### config.mk
export PLATFORM = sky130hd
export DESIGN_NAME = sxo_core
export DESIGN_NICKNAME = d
export VERILOG_FILES = /design/src/sxo_pkg.sv /design/src/sxo_core.sv
export SDC_FILE = /design/constraint.sdc
export NUM_CORES = 1
export LEC_CHECK = 0
export BUFFER_PORTS_ARGS = -buffer_cell sky130_fd_sc_hd__clkbuf_2
export CORE_MARGIN = 4
export CORE_UTILIZATION = 55
export DETAILED_ROUTE_END_ITERATION = 6
export PLACE_DENSITY = 0.88
export SYNTH_ARGS = -nofsm -noshare
export SYNTH_HDL_FRONTEND = slang
export SYNTH_SLANG_ARGS = --single-unit
### constraint.sdc
create_clock -name i_clock -period 6.7 [get_ports i_clock]
set_input_delay 1.005 -clock i_clock [delete_from_list [all_inputs] [get_ports i_clock]]
set_output_delay 1.005 -clock i_clock [all_outputs]
set_load 0.01 [all_outputs]
### src/sxo_pkg.sv
// Package for the stack and exchange execution block
package sxo_pkg;
   // Opcodes and prefixes
   localparam logic [7:0] OP_PREFIX_FIRST  = 8'hdd;
   localparam logic [7:0] OP_PREFIX_SECOND = 8'hfd;
   localparam logic [7:0] OP_LOAD_SP_IDX   = 8'hf9;
   localparam logic [7:0] OP_PUSH_IDX      = 8'he5;
   localparam logic [7:0] OP_POP_IDX       = 8'he1;
   localparam logic [7:0] OP_SWAP_DE_HL    = 8'heb;
   localparam logic [7:0] OP_SWAP_AF       = 8'h08;
   // Pair push and pop patterns: 11qq0101 and 11qq0001
   localparam logic [7:0] OP_PAIR_MASK     = 8'hcf;
   localparam logic [7:0] OP_PUSH_PAIR     = 8'hc5;
   localparam logic [7:0] OP_POP_PAIR      = 8'hc1;
   localparam int         PAIR_SEL_MSB     = 5;
   localparam int         PAIR_SEL_LSB     = 4;
   // Pair select encodings
   localparam logic [1:0] SEL_COUNTER      = 2'h0;
   localparam logic [1:0] SEL_SECOND       = 2'h1;
   localparam logic [1:0] SEL_POINTER      = 2'h2;
   localparam logic [1:0] SEL_ACCUM        = 2'h3;
   // Clock-state totals per instruction
   localparam logic [4:0] T_LOAD_SP_IDX    = 5'h0a;
   localparam logic [4:0] T_PUSH_PAIR      = 5'h0b;
   localparam logic [4:0] T_PUSH_IDX       = 5'h0f;
   localparam logic [4:0] T_POP_PAIR       = 5'h0a;
   localparam logic [4:0] T_POP_IDX        = 5'h0e;
   localparam logic [4:0] T_SWAP           = 5'h04;
   // Machine cycle counts
   localparam logic [2:0] M_LOAD_SP_IDX    = 3'h2;
   localparam logic [2:0] M_PAIR           = 3'h3;
   localparam logic [2:0] M_IDX            = 3'h4;
   localparam logic [2:0] M_SWAP           = 3'h1;
   // Reset values
   localparam logic [15:0] RESET_WORD      = 16'hffff;

   // Register file of the core
   typedef struct packed {
      logic [15:0] pair_counter;
      logic [15:0] second_pair;
      logic [15:0] pair_pointer;
      logic [15:0] accum_flags_pair;
      logic [15:0] shadow_accum_flags;
      logic [15:0] index_first;
      logic [15:0] index_second;
      logic [15:0] stack_pointer;
   } sxo_regs_type;

   // Memory request
   typedef struct packed {
      logic        read;
      logic        write;
      logic [15:0] addr;
      logic [7:0]  wdata;
   } sxo_mem_req_type;

   // Execution states
   typedef enum logic [2:0] {
      ST_FETCH, ST_PREFIXED, ST_WAIT, ST_FIRST_ACC, ST_SECOND_ACC
   } sxo_state_type;
endpackage : sxo_pkg

### src/sxo_core.sv
// Stack, index-load and exchange execution logic of an 8-bit core
`timescale 1ns/1ns
`default_nettype none

module sxo_core (
   // Clock and reset
   input  wire logic                   i_clock,
   input  wire logic                   i_reset_n,
   // Opcode byte stream
   input  wire logic                   i_op_valid,
   input  wire logic [7:0]             i_op_byte,
   output logic                        o_op_ready,
   // Stack memory
   output sxo_pkg::sxo_mem_req_type    o_mem_req,
   input  wire logic                   i_mem_done,
   input  wire logic [7:0]             i_mem_rdata,
   // Visible state
   output sxo_pkg::sxo_regs_type       o_regs,
   output logic                        o_instr_done,
   output logic [2:0]                  o_machine_cycles,
   output logic [4:0]                  o_clock_states
);
   // Current and next state
   sxo_pkg::sxo_state_type    state_reg, state_next;
   sxo_pkg::sxo_regs_type     regs_reg, regs_next;
   sxo_pkg::sxo_mem_req_type  req_reg, req_next;
   logic [7:0]  prefix_reg, prefix_next;     // Index prefix seen, zero if none
   logic        is_push_reg, is_push_next;   // Current stack transfer direction
   logic [1:0]  target_reg, target_next;     // Pair select, or index selector
   logic        use_index_reg, use_index_next;
   logic [7:0]  low_reg, low_next;           // Popped low byte held until high arrives
   logic [4:0]  wait_reg, wait_next;         // Remaining internal clock states
   logic        done_reg, done_next;
   logic [2:0]  mcyc_reg, mcyc_next;
   logic [4:0]  tst_reg, tst_next;

   // Opcode field decoding
   wire         is_push_pair = (i_op_byte & sxo_pkg::OP_PAIR_MASK) == sxo_pkg::OP_PUSH_PAIR;
   wire         is_pop_pair  = (i_op_byte & sxo_pkg::OP_PAIR_MASK) == sxo_pkg::OP_POP_PAIR;
   wire [1:0]   op_sel       = i_op_byte[sxo_pkg::PAIR_SEL_MSB:sxo_pkg::PAIR_SEL_LSB];
   wire         second_idx   = prefix_reg == sxo_pkg::OP_PREFIX_SECOND;
   wire [15:0]  sp_dec       = regs_reg.stack_pointer - 16'h0001;
   wire [15:0]  sp_inc       = regs_reg.stack_pointer + 16'h0001;
   wire [15:0]  src_word     = pick_word(regs_reg, use_index_reg, target_reg);
   wire         idle         = state_reg == sxo_pkg::ST_FETCH
                            || state_reg == sxo_pkg::ST_PREFIXED;

   // Source pair of a push, shared by the high and low write data bytes
   function automatic logic [15:0] pick_word(input sxo_pkg::sxo_regs_type r,
                                             input logic idx, input logic [1:0] sel);
      if (idx) begin
         pick_word = sel[0] ? r.index_second : r.index_first;
      end else begin
         case (sel)
            sxo_pkg::SEL_COUNTER: pick_word = r.pair_counter;
            sxo_pkg::SEL_SECOND:  pick_word = r.second_pair;
            sxo_pkg::SEL_POINTER: pick_word = r.pair_pointer;
            default:              pick_word = r.accum_flags_pair;
         endcase
      end
   endfunction : pick_word
   // Opcodes are taken only between stack transfers
   assign o_op_ready       = idle;
   assign o_mem_req        = req_reg;
   assign o_regs           = regs_reg;
   assign o_instr_done     = done_reg;
   assign o_machine_cycles = mcyc_reg;
   assign o_clock_states   = tst_reg;
   // Next-state logic
   always_comb begin
      logic [15:0] word;
      word           = 16'h0000;
      state_next     = state_reg;
      regs_next      = regs_reg;
      req_next       = req_reg;
      prefix_next    = prefix_reg;
      is_push_next   = is_push_reg;
      target_next    = target_reg;
      use_index_next = use_index_reg;
      low_next       = low_reg;
      wait_next      = wait_reg;
      done_next      = 1'b0;
      mcyc_next      = mcyc_reg;
      tst_next       = tst_reg;
      case (state_reg)
         sxo_pkg::ST_FETCH, sxo_pkg::ST_PREFIXED: begin
            if (i_op_valid) begin
               // Prefix byte seen: remember which index register
               if (state_reg == sxo_pkg::ST_FETCH
                   && (i_op_byte == sxo_pkg::OP_PREFIX_FIRST
                       || i_op_byte == sxo_pkg::OP_PREFIX_SECOND)) begin
                  prefix_next = i_op_byte;
                  state_next  = sxo_pkg::ST_PREFIXED;
               end else if (state_reg == sxo_pkg::ST_PREFIXED) begin
                  state_next  = sxo_pkg::ST_FETCH;
                  prefix_next = 8'h00;
                  if (i_op_byte == sxo_pkg::OP_LOAD_SP_IDX && second_idx) begin
                     regs_next.stack_pointer = regs_reg.index_second;
                     mcyc_next  = sxo_pkg::M_LOAD_SP_IDX;
                     tst_next   = sxo_pkg::T_LOAD_SP_IDX;
                     done_next  = 1'b1;
                  end else if (i_op_byte == sxo_pkg::OP_PUSH_IDX
                               || i_op_byte == sxo_pkg::OP_POP_IDX) begin
                     use_index_next = 1'b1;
                     target_next    = {1'b0, second_idx};
                     is_push_next   = i_op_byte == sxo_pkg::OP_PUSH_IDX;
                     mcyc_next      = sxo_pkg::M_IDX;
                     tst_next       = is_push_next ? sxo_pkg::T_PUSH_IDX : sxo_pkg::T_POP_IDX;
                     wait_next      = is_push_next ? 5'h1 : 5'h0;
                     state_next     = sxo_pkg::ST_WAIT;
                  end
               end else if (is_push_pair || is_pop_pair) begin
                  use_index_next = 1'b0;
                  target_next    = op_sel;
                  is_push_next   = is_push_pair;
                  mcyc_next      = sxo_pkg::M_PAIR;
                  tst_next       = is_push_pair ? sxo_pkg::T_PUSH_PAIR : sxo_pkg::T_POP_PAIR;
                  wait_next      = is_push_pair ? 5'h1 : 5'h0;
                  state_next     = sxo_pkg::ST_WAIT;
               end else if (i_op_byte == sxo_pkg::OP_SWAP_DE_HL) begin
                  regs_next.second_pair  = regs_reg.pair_pointer;
                  regs_next.pair_pointer = regs_reg.second_pair;
                  mcyc_next = sxo_pkg::M_SWAP;
                  tst_next  = sxo_pkg::T_SWAP;
                  done_next = 1'b1;
               end else if (i_op_byte == sxo_pkg::OP_SWAP_AF) begin
                  regs_next.accum_flags_pair   = regs_reg.shadow_accum_flags;
                  regs_next.shadow_accum_flags = regs_reg.accum_flags_pair;
                  mcyc_next = sxo_pkg::M_SWAP;
                  tst_next  = sxo_pkg::T_SWAP;
                  done_next = 1'b1;
               end
            end
         end
         sxo_pkg::ST_WAIT: begin
            // Extra internal state before the first stack access of a push
            if (wait_reg != 5'h00) begin
               wait_next = wait_reg - 5'h01;
            end else begin
               state_next = sxo_pkg::ST_FIRST_ACC;
               if (is_push_reg) begin
                  regs_next.stack_pointer = sp_dec;
                  req_next = '{read: 1'b0, write: 1'b1, addr: sp_dec,
                               wdata: src_word[15:8]};
               end else begin
                  req_next = '{read: 1'b1, write: 1'b0, addr: regs_reg.stack_pointer,
                               wdata: 8'h00};
               end
            end
         end
         sxo_pkg::ST_FIRST_ACC: begin
            // First byte moved; step pointer and issue the second access
            if (i_mem_done) begin
               state_next = sxo_pkg::ST_SECOND_ACC;
               if (is_push_reg) begin
                  regs_next.stack_pointer = sp_dec;
                  req_next = '{read: 1'b0, write: 1'b1, addr: sp_dec,
                               wdata: src_word[7:0]};
               end else begin
                  low_next = i_mem_rdata;
                  regs_next.stack_pointer = sp_inc;
                  req_next = '{read: 1'b1, write: 1'b0, addr: sp_inc, wdata: 8'h00};
               end
            end
         end
         default: begin
            // Second byte moved; pop writes the whole word at once
            if (i_mem_done) begin
               req_next   = '{read: 1'b0, write: 1'b0, addr: 16'h0000, wdata: 8'h00};
               state_next = sxo_pkg::ST_FETCH;
               done_next  = 1'b1;
               if (!is_push_reg) begin
                  regs_next.stack_pointer = sp_inc;
                  word = {i_mem_rdata, low_reg};
                  if (use_index_reg) begin
                     if (target_reg[0]) regs_next.index_second = word;
                     else regs_next.index_first = word;
                  end else begin
                     case (target_reg)
                        sxo_pkg::SEL_COUNTER: regs_next.pair_counter     = word;
                        sxo_pkg::SEL_SECOND:  regs_next.second_pair      = word;
                        sxo_pkg::SEL_POINTER: regs_next.pair_pointer     = word;
                        default:              regs_next.accum_flags_pair = word;
                     endcase
                  end
               end
            end
         end
      endcase
   end
   // State registers
   always_ff @(posedge i_clock) begin
      if (!i_reset_n) begin
         state_reg     <= sxo_pkg::ST_FETCH;
         regs_reg      <= {8{sxo_pkg::RESET_WORD}};
         req_reg       <= '0;
         prefix_reg    <= 8'h00;
         is_push_reg   <= 1'b0;
         target_reg    <= 2'h0;
         use_index_reg <= 1'b0;
         low_reg       <= 8'h00;
         wait_reg      <= 5'h00;
         done_reg      <= 1'b0;
         mcyc_reg      <= 3'h0;
         tst_reg       <= 5'h00;
      end else begin
         state_reg     <= state_next;
         regs_reg      <= regs_next;
         req_reg       <= req_next;
         prefix_reg    <= prefix_next;
         is_push_reg   <= is_push_next;
         target_reg    <= target_next;
         use_index_reg <= use_index_next;
         low_reg       <= low_next;
         wait_reg      <= wait_next;
         done_reg      <= done_next;
         mcyc_reg      <= mcyc_next;
         tst_reg       <= tst_next;
      end
   end
   // Load of the stack pointer from the second index register
   property p_load_sp;
      @(posedge i_clock) disable iff (!i_reset_n)
      (state_reg == sxo_pkg::ST_PREFIXED && second_idx && i_op_valid
       && i_op_byte == sxo_pkg::OP_LOAD_SP_IDX)
      |=> regs_reg.stack_pointer == $past(regs_reg.index_second) && tst_reg == 5'h0a;
   endproperty
   a_load_sp: assert property (p_load_sp) else $error("stack load wrong");
   // Push writes high byte below the pointer
   property p_push_high;
      @(posedge i_clock) disable iff (!i_reset_n)
      (state_reg == sxo_pkg::ST_WAIT && is_push_reg && wait_reg == 5'h00)
      |=> req_reg.write && req_reg.addr == $past(regs_reg.stack_pointer) - 16'h0001
          && req_reg.wdata == $past(src_word[15:8]);
   endproperty
   a_push_high: assert property (p_push_high) else $error("push high wrong");
   // Pop reads first at the current pointer
   property p_pop_low;
      @(posedge i_clock) disable iff (!i_reset_n)
      (state_reg == sxo_pkg::ST_WAIT && !is_push_reg)
      |=> req_reg.read && req_reg.addr == $past(regs_reg.stack_pointer);
   endproperty
   a_pop_low: assert property (p_pop_low) else $error("pop address wrong");
   // Exchange of second pair and pointer pair
   property p_swap_de;
      @(posedge i_clock) disable iff (!i_reset_n)
      (state_reg == sxo_pkg::ST_FETCH && i_op_valid && i_op_byte == sxo_pkg::OP_SWAP_DE_HL)
      |=> regs_reg.second_pair == $past(regs_reg.pair_pointer)
          && regs_reg.pair_pointer == $past(regs_reg.second_pair);
   endproperty
   a_swap_de: assert property (p_swap_de) else $error("pair swap wrong");
   // Exchange of accumulator pair with shadow, both halves
   property p_swap_af;
      @(posedge i_clock) disable iff (!i_reset_n)
      (state_reg == sxo_pkg::ST_FETCH && i_op_valid && i_op_byte == sxo_pkg::OP_SWAP_AF)
      |=> regs_reg.accum_flags_pair == $past(regs_reg.shadow_accum_flags)
          && regs_reg.shadow_accum_flags == $past(regs_reg.accum_flags_pair) ##1 o_op_ready;
   endproperty
   a_swap_af: assert property (p_swap_af) else $error("shadow swap wrong");
   // Flags move only on their own swap or on a pop into the pair
   property p_flags;
      @(posedge i_clock) disable iff (!i_reset_n)
      !(state_reg == sxo_pkg::ST_FETCH && i_op_valid && i_op_byte == sxo_pkg::OP_SWAP_AF)
      && !(state_reg == sxo_pkg::ST_SECOND_ACC && !is_push_reg && !use_index_reg
           && target_reg == sxo_pkg::SEL_ACCUM) |=> $stable(regs_reg.accum_flags_pair);
   endproperty
   a_flags: assert property (p_flags) else $error("flags disturbed");
   // Pop pointer step, wrapping at the top of memory
   property p_wrap;
      @(posedge i_clock) disable iff (!i_reset_n)
      (state_reg == sxo_pkg::ST_FIRST_ACC && i_mem_done && !is_push_reg)
      |=> regs_reg.stack_pointer == $past(regs_reg.stack_pointer) + 16'h0001;
   endproperty
   a_wrap: assert property (p_wrap) else $error("pointer step wrong");
   // Index push timing figures
   property p_idx_time;
      @(posedge i_clock) disable iff (!i_reset_n)
      (state_reg == sxo_pkg::ST_PREFIXED && i_op_valid && i_op_byte == sxo_pkg::OP_PUSH_IDX)
      |=> mcyc_reg == 3'h4 && tst_reg == 5'h0f ##1 state_reg == sxo_pkg::ST_WAIT;
   endproperty
   a_idx_time: assert property (p_idx_time) else $error("index push timing");
endmodule : sxo_core
`default_nettype wire

==> flow_summary.ini <==
[run_status]
status = finished with violations
violations = design-rule violations

[worst_hold_path]
whs_endpoint = prefix_reg[3]
hold_depth = 2
min_path_type = reg -> reg
min_from = prefix_reg[3]

[timing]
layout_min_cycle_time_ps = 4020
fin_crit_sh_pct = 60.0
rsz0062_at_grt = no
hold_slack_ps = 458
setup_viol = 0
finClkSkew_ps = 10.7
fmax_mhz = 249
tightest_slew_ps = 1230
setup_slack_ps = 2680
relSlewSlack_pct = 18.0
hold_viol = 0
drv_slew = 0
fin_tns_setup_ps = 0

[logic_synthesis]
synth_top_area_share_pct = 39.2
synth-edff-count = 0
syn_inst = 1214
netlist_area_mm2 = 0.00965
yosys_warnings = 0
yosysSeqAreaShare_pct = 39.2
synthFlopType = dfxtp_1
synth_area_per_cell_um2 = 7.95
netlist_top_cells_area = dfxtp_1 39%, nand2_1 9.5%, nand3_1 4.5%
yosys.area.top_type = dfxtp_1
syn_nets = 1240
postSynth.asyncResetShare_pct = 0
synth-seq-cells = 189
synth_cell_types = 77

[drt]
drcViolationCount = 9
drtPass1Iterations = 7
drtAntennaViolNets = 0
drt_iter0_drc = 1280
via_per_inst = 6.39
wirelength_mm = 30.2
wire_per_inst_um = 19.4
vias = 9987

[placement]
place.gp.congestion = 0.986
dp_hpwl_mm = 21.0
io_buffers = 182
pre_cts_ws_ps = 2750
dpl_cell_area_mm2 = 0.0105

[clock_network]
clockBufferDepth = 2
clk_latency_ps = 440
ctsResizeCount = 0
ctsHoldBuffers = 0
cts_num_sinks = 189
post_cts_buffers = 0
ctsHtreeMaxLevel = 4
clk_pin_slew_worst_paths_ps = 80
cts_root_buffer = clkbuf_16
cts_tree = done
numCtsBuffers = 17

[floorplanning]
start_util_pct = 56.0
die_area_mm2 = 0.0197
num_rows = 48
die_w_um = 140
io_pins = 184
die_h_um = 140
core_mm2 = 0.0172

[worst_setup_path]
path_class = reg -> reg
rr_startpoint = state_reg[1]
worstPathArrival_ps = 4400
ff2ff_setup_slack_ps = 2680
slowest_stage = and2_1
start_kind = flop
critPathRequiredTime_ps = 7080
cpPeakStageDelay_ps = 990
critPathCaptureType = flop
worst_r2r_path_depth = 6
worstPathCellList = or2_2 > nor2_1 > o211a_1 > and2_1 > a21oi_1 > a21oi_1
crit_fanout = 34
r2r-end = o_regs[68]
worst_path_most_repeated_cell = a21oi_1

[global_routing]
grt_first_pass_wirelength_mm = 48.5
track_usage_pct = 29.8
grt.overflow.total = 0
antenna_found_initial = 0
grt_max_degree = 76
grt_pass1_vias = 9145

[flow_run]
max-cap-violations = 0

[power_and_ir_drop]
cellPowerDensity_mw_per_mm2 = 210
p_total_w = 0.00234
p_leak_nw = 4.63
vdd_drop_max_mv = 0.198

[layout]
finish.instance_area_mm2 = 0.0111
largest_reg_flops = 128
fin_nets = 1351
drive_gt1_share_pct = 19.6
diodes = 0
syn_to_final_growth_pct = 15.3
-- report_power, final --
part           leakage, nW  internal (W)  switching [W]  total [W]
clock                0.289      0.000504       0.000510    0.00101
sequential            1.53       0.00113      0.0000161    0.00115
combinational         2.81     0.0000563       0.000123   0.000180
-- cells in the final DEF (no fill, tap or decap), types with 30 or more instances in the layout --
| cell | n |
|---|---|
| a211oi_1 | 39 |
| a21oi_1 | 81 |
| clkbuf_2 | 181 |
| dfxtp_1 | 188 |
| inv_1 | 30 |
| mux2i_1 | 33 |
| nand2_1 | 244 |
| nand3_1 | 87 |
| nor2_1 | 81 |
| nor3_1 | 32 |
| o21ai_0 | 39 |
-- synth_stat cells, drive strengths merged (18+ instances only) --
library cell and count:
nand2 244, a21oi 81, a31oi 18, o21ai 43, nor2 82, inv 32, xnor2 21, mux2i 33
nor3 34, dfxtp 189, buf 22, clkbuf 77, nand3 87, a211oi 39
-- kinds of logic after synthesis --
family          after synthesis  share of synthesized area (%)
compound gates              279                           19.4
mux                          52                           7.54
simple gates                520                           24.4
fa+ha+maj                     6                          0.778
other cells                   1                         0.0388
xor+xnor                     36                           3.27
flops                       189                           39.2
buf+inv                     131                           5.42
-- critical path: cells and delay by family, from the launching register on --
family | cells | cell delay (ps)
AO/OA/AOI/OAI | 3 | 1300
flip-flops | 1 | 590
AND/OR/NAND/NOR | 3 | 2040
-- per-stage QoR --
stage,instances,utilization [%]
finish,1562,64.6
global route,1562,64.6
CTS,1562,64.6
detailed placement,1531,61.1
global placement,1531,61.1
floorplan,1214,-
-- cell type report --
type	count	area [um^2]
clock buffers	17	425
clock inverters	14	168
fillers	1391	6110
inverters	32	120
multi-input cells	894	5370
flip-flops and latches	189	3780
well taps	225	282
repair buffers	191	981
-- worst max-delay path by stage --
| stage | start | endpoint | cells past startpoint |
|---|---|---|---|
| 2_1_floorplan | i_op_byte[1] | o_regs[12] | 7 |
| 3_3_place_gp | i_op_byte[6] | o_regs[70] | 7 |
| 3_5_place_dp | i_op_byte[6] | o_regs[75] | 7 |
| 4_1_cts | state_reg[1] | o_regs[75] | 6 |
| 5_1_grt | state_reg[1] | o_regs[70] | 6 |
| 6_report | state_reg[1] | o_regs[68] | 6 |
-- metal layers --
| layer | track usage, % | wire length (um) | vias to the layer above |
|---|---|---|---|
| met1 | 41.2 | 12300 | 4654 |
| met3 | 5.94 | 3310 | 95 |
| li1 | - | - | 4575 |
| met5 | 0 | 0 | - |
| met2 | 46.2 | 13600 | 663 |
| met4 | 11.5 | 1010 | 0 |
Power figures use the tool's default switching activity.
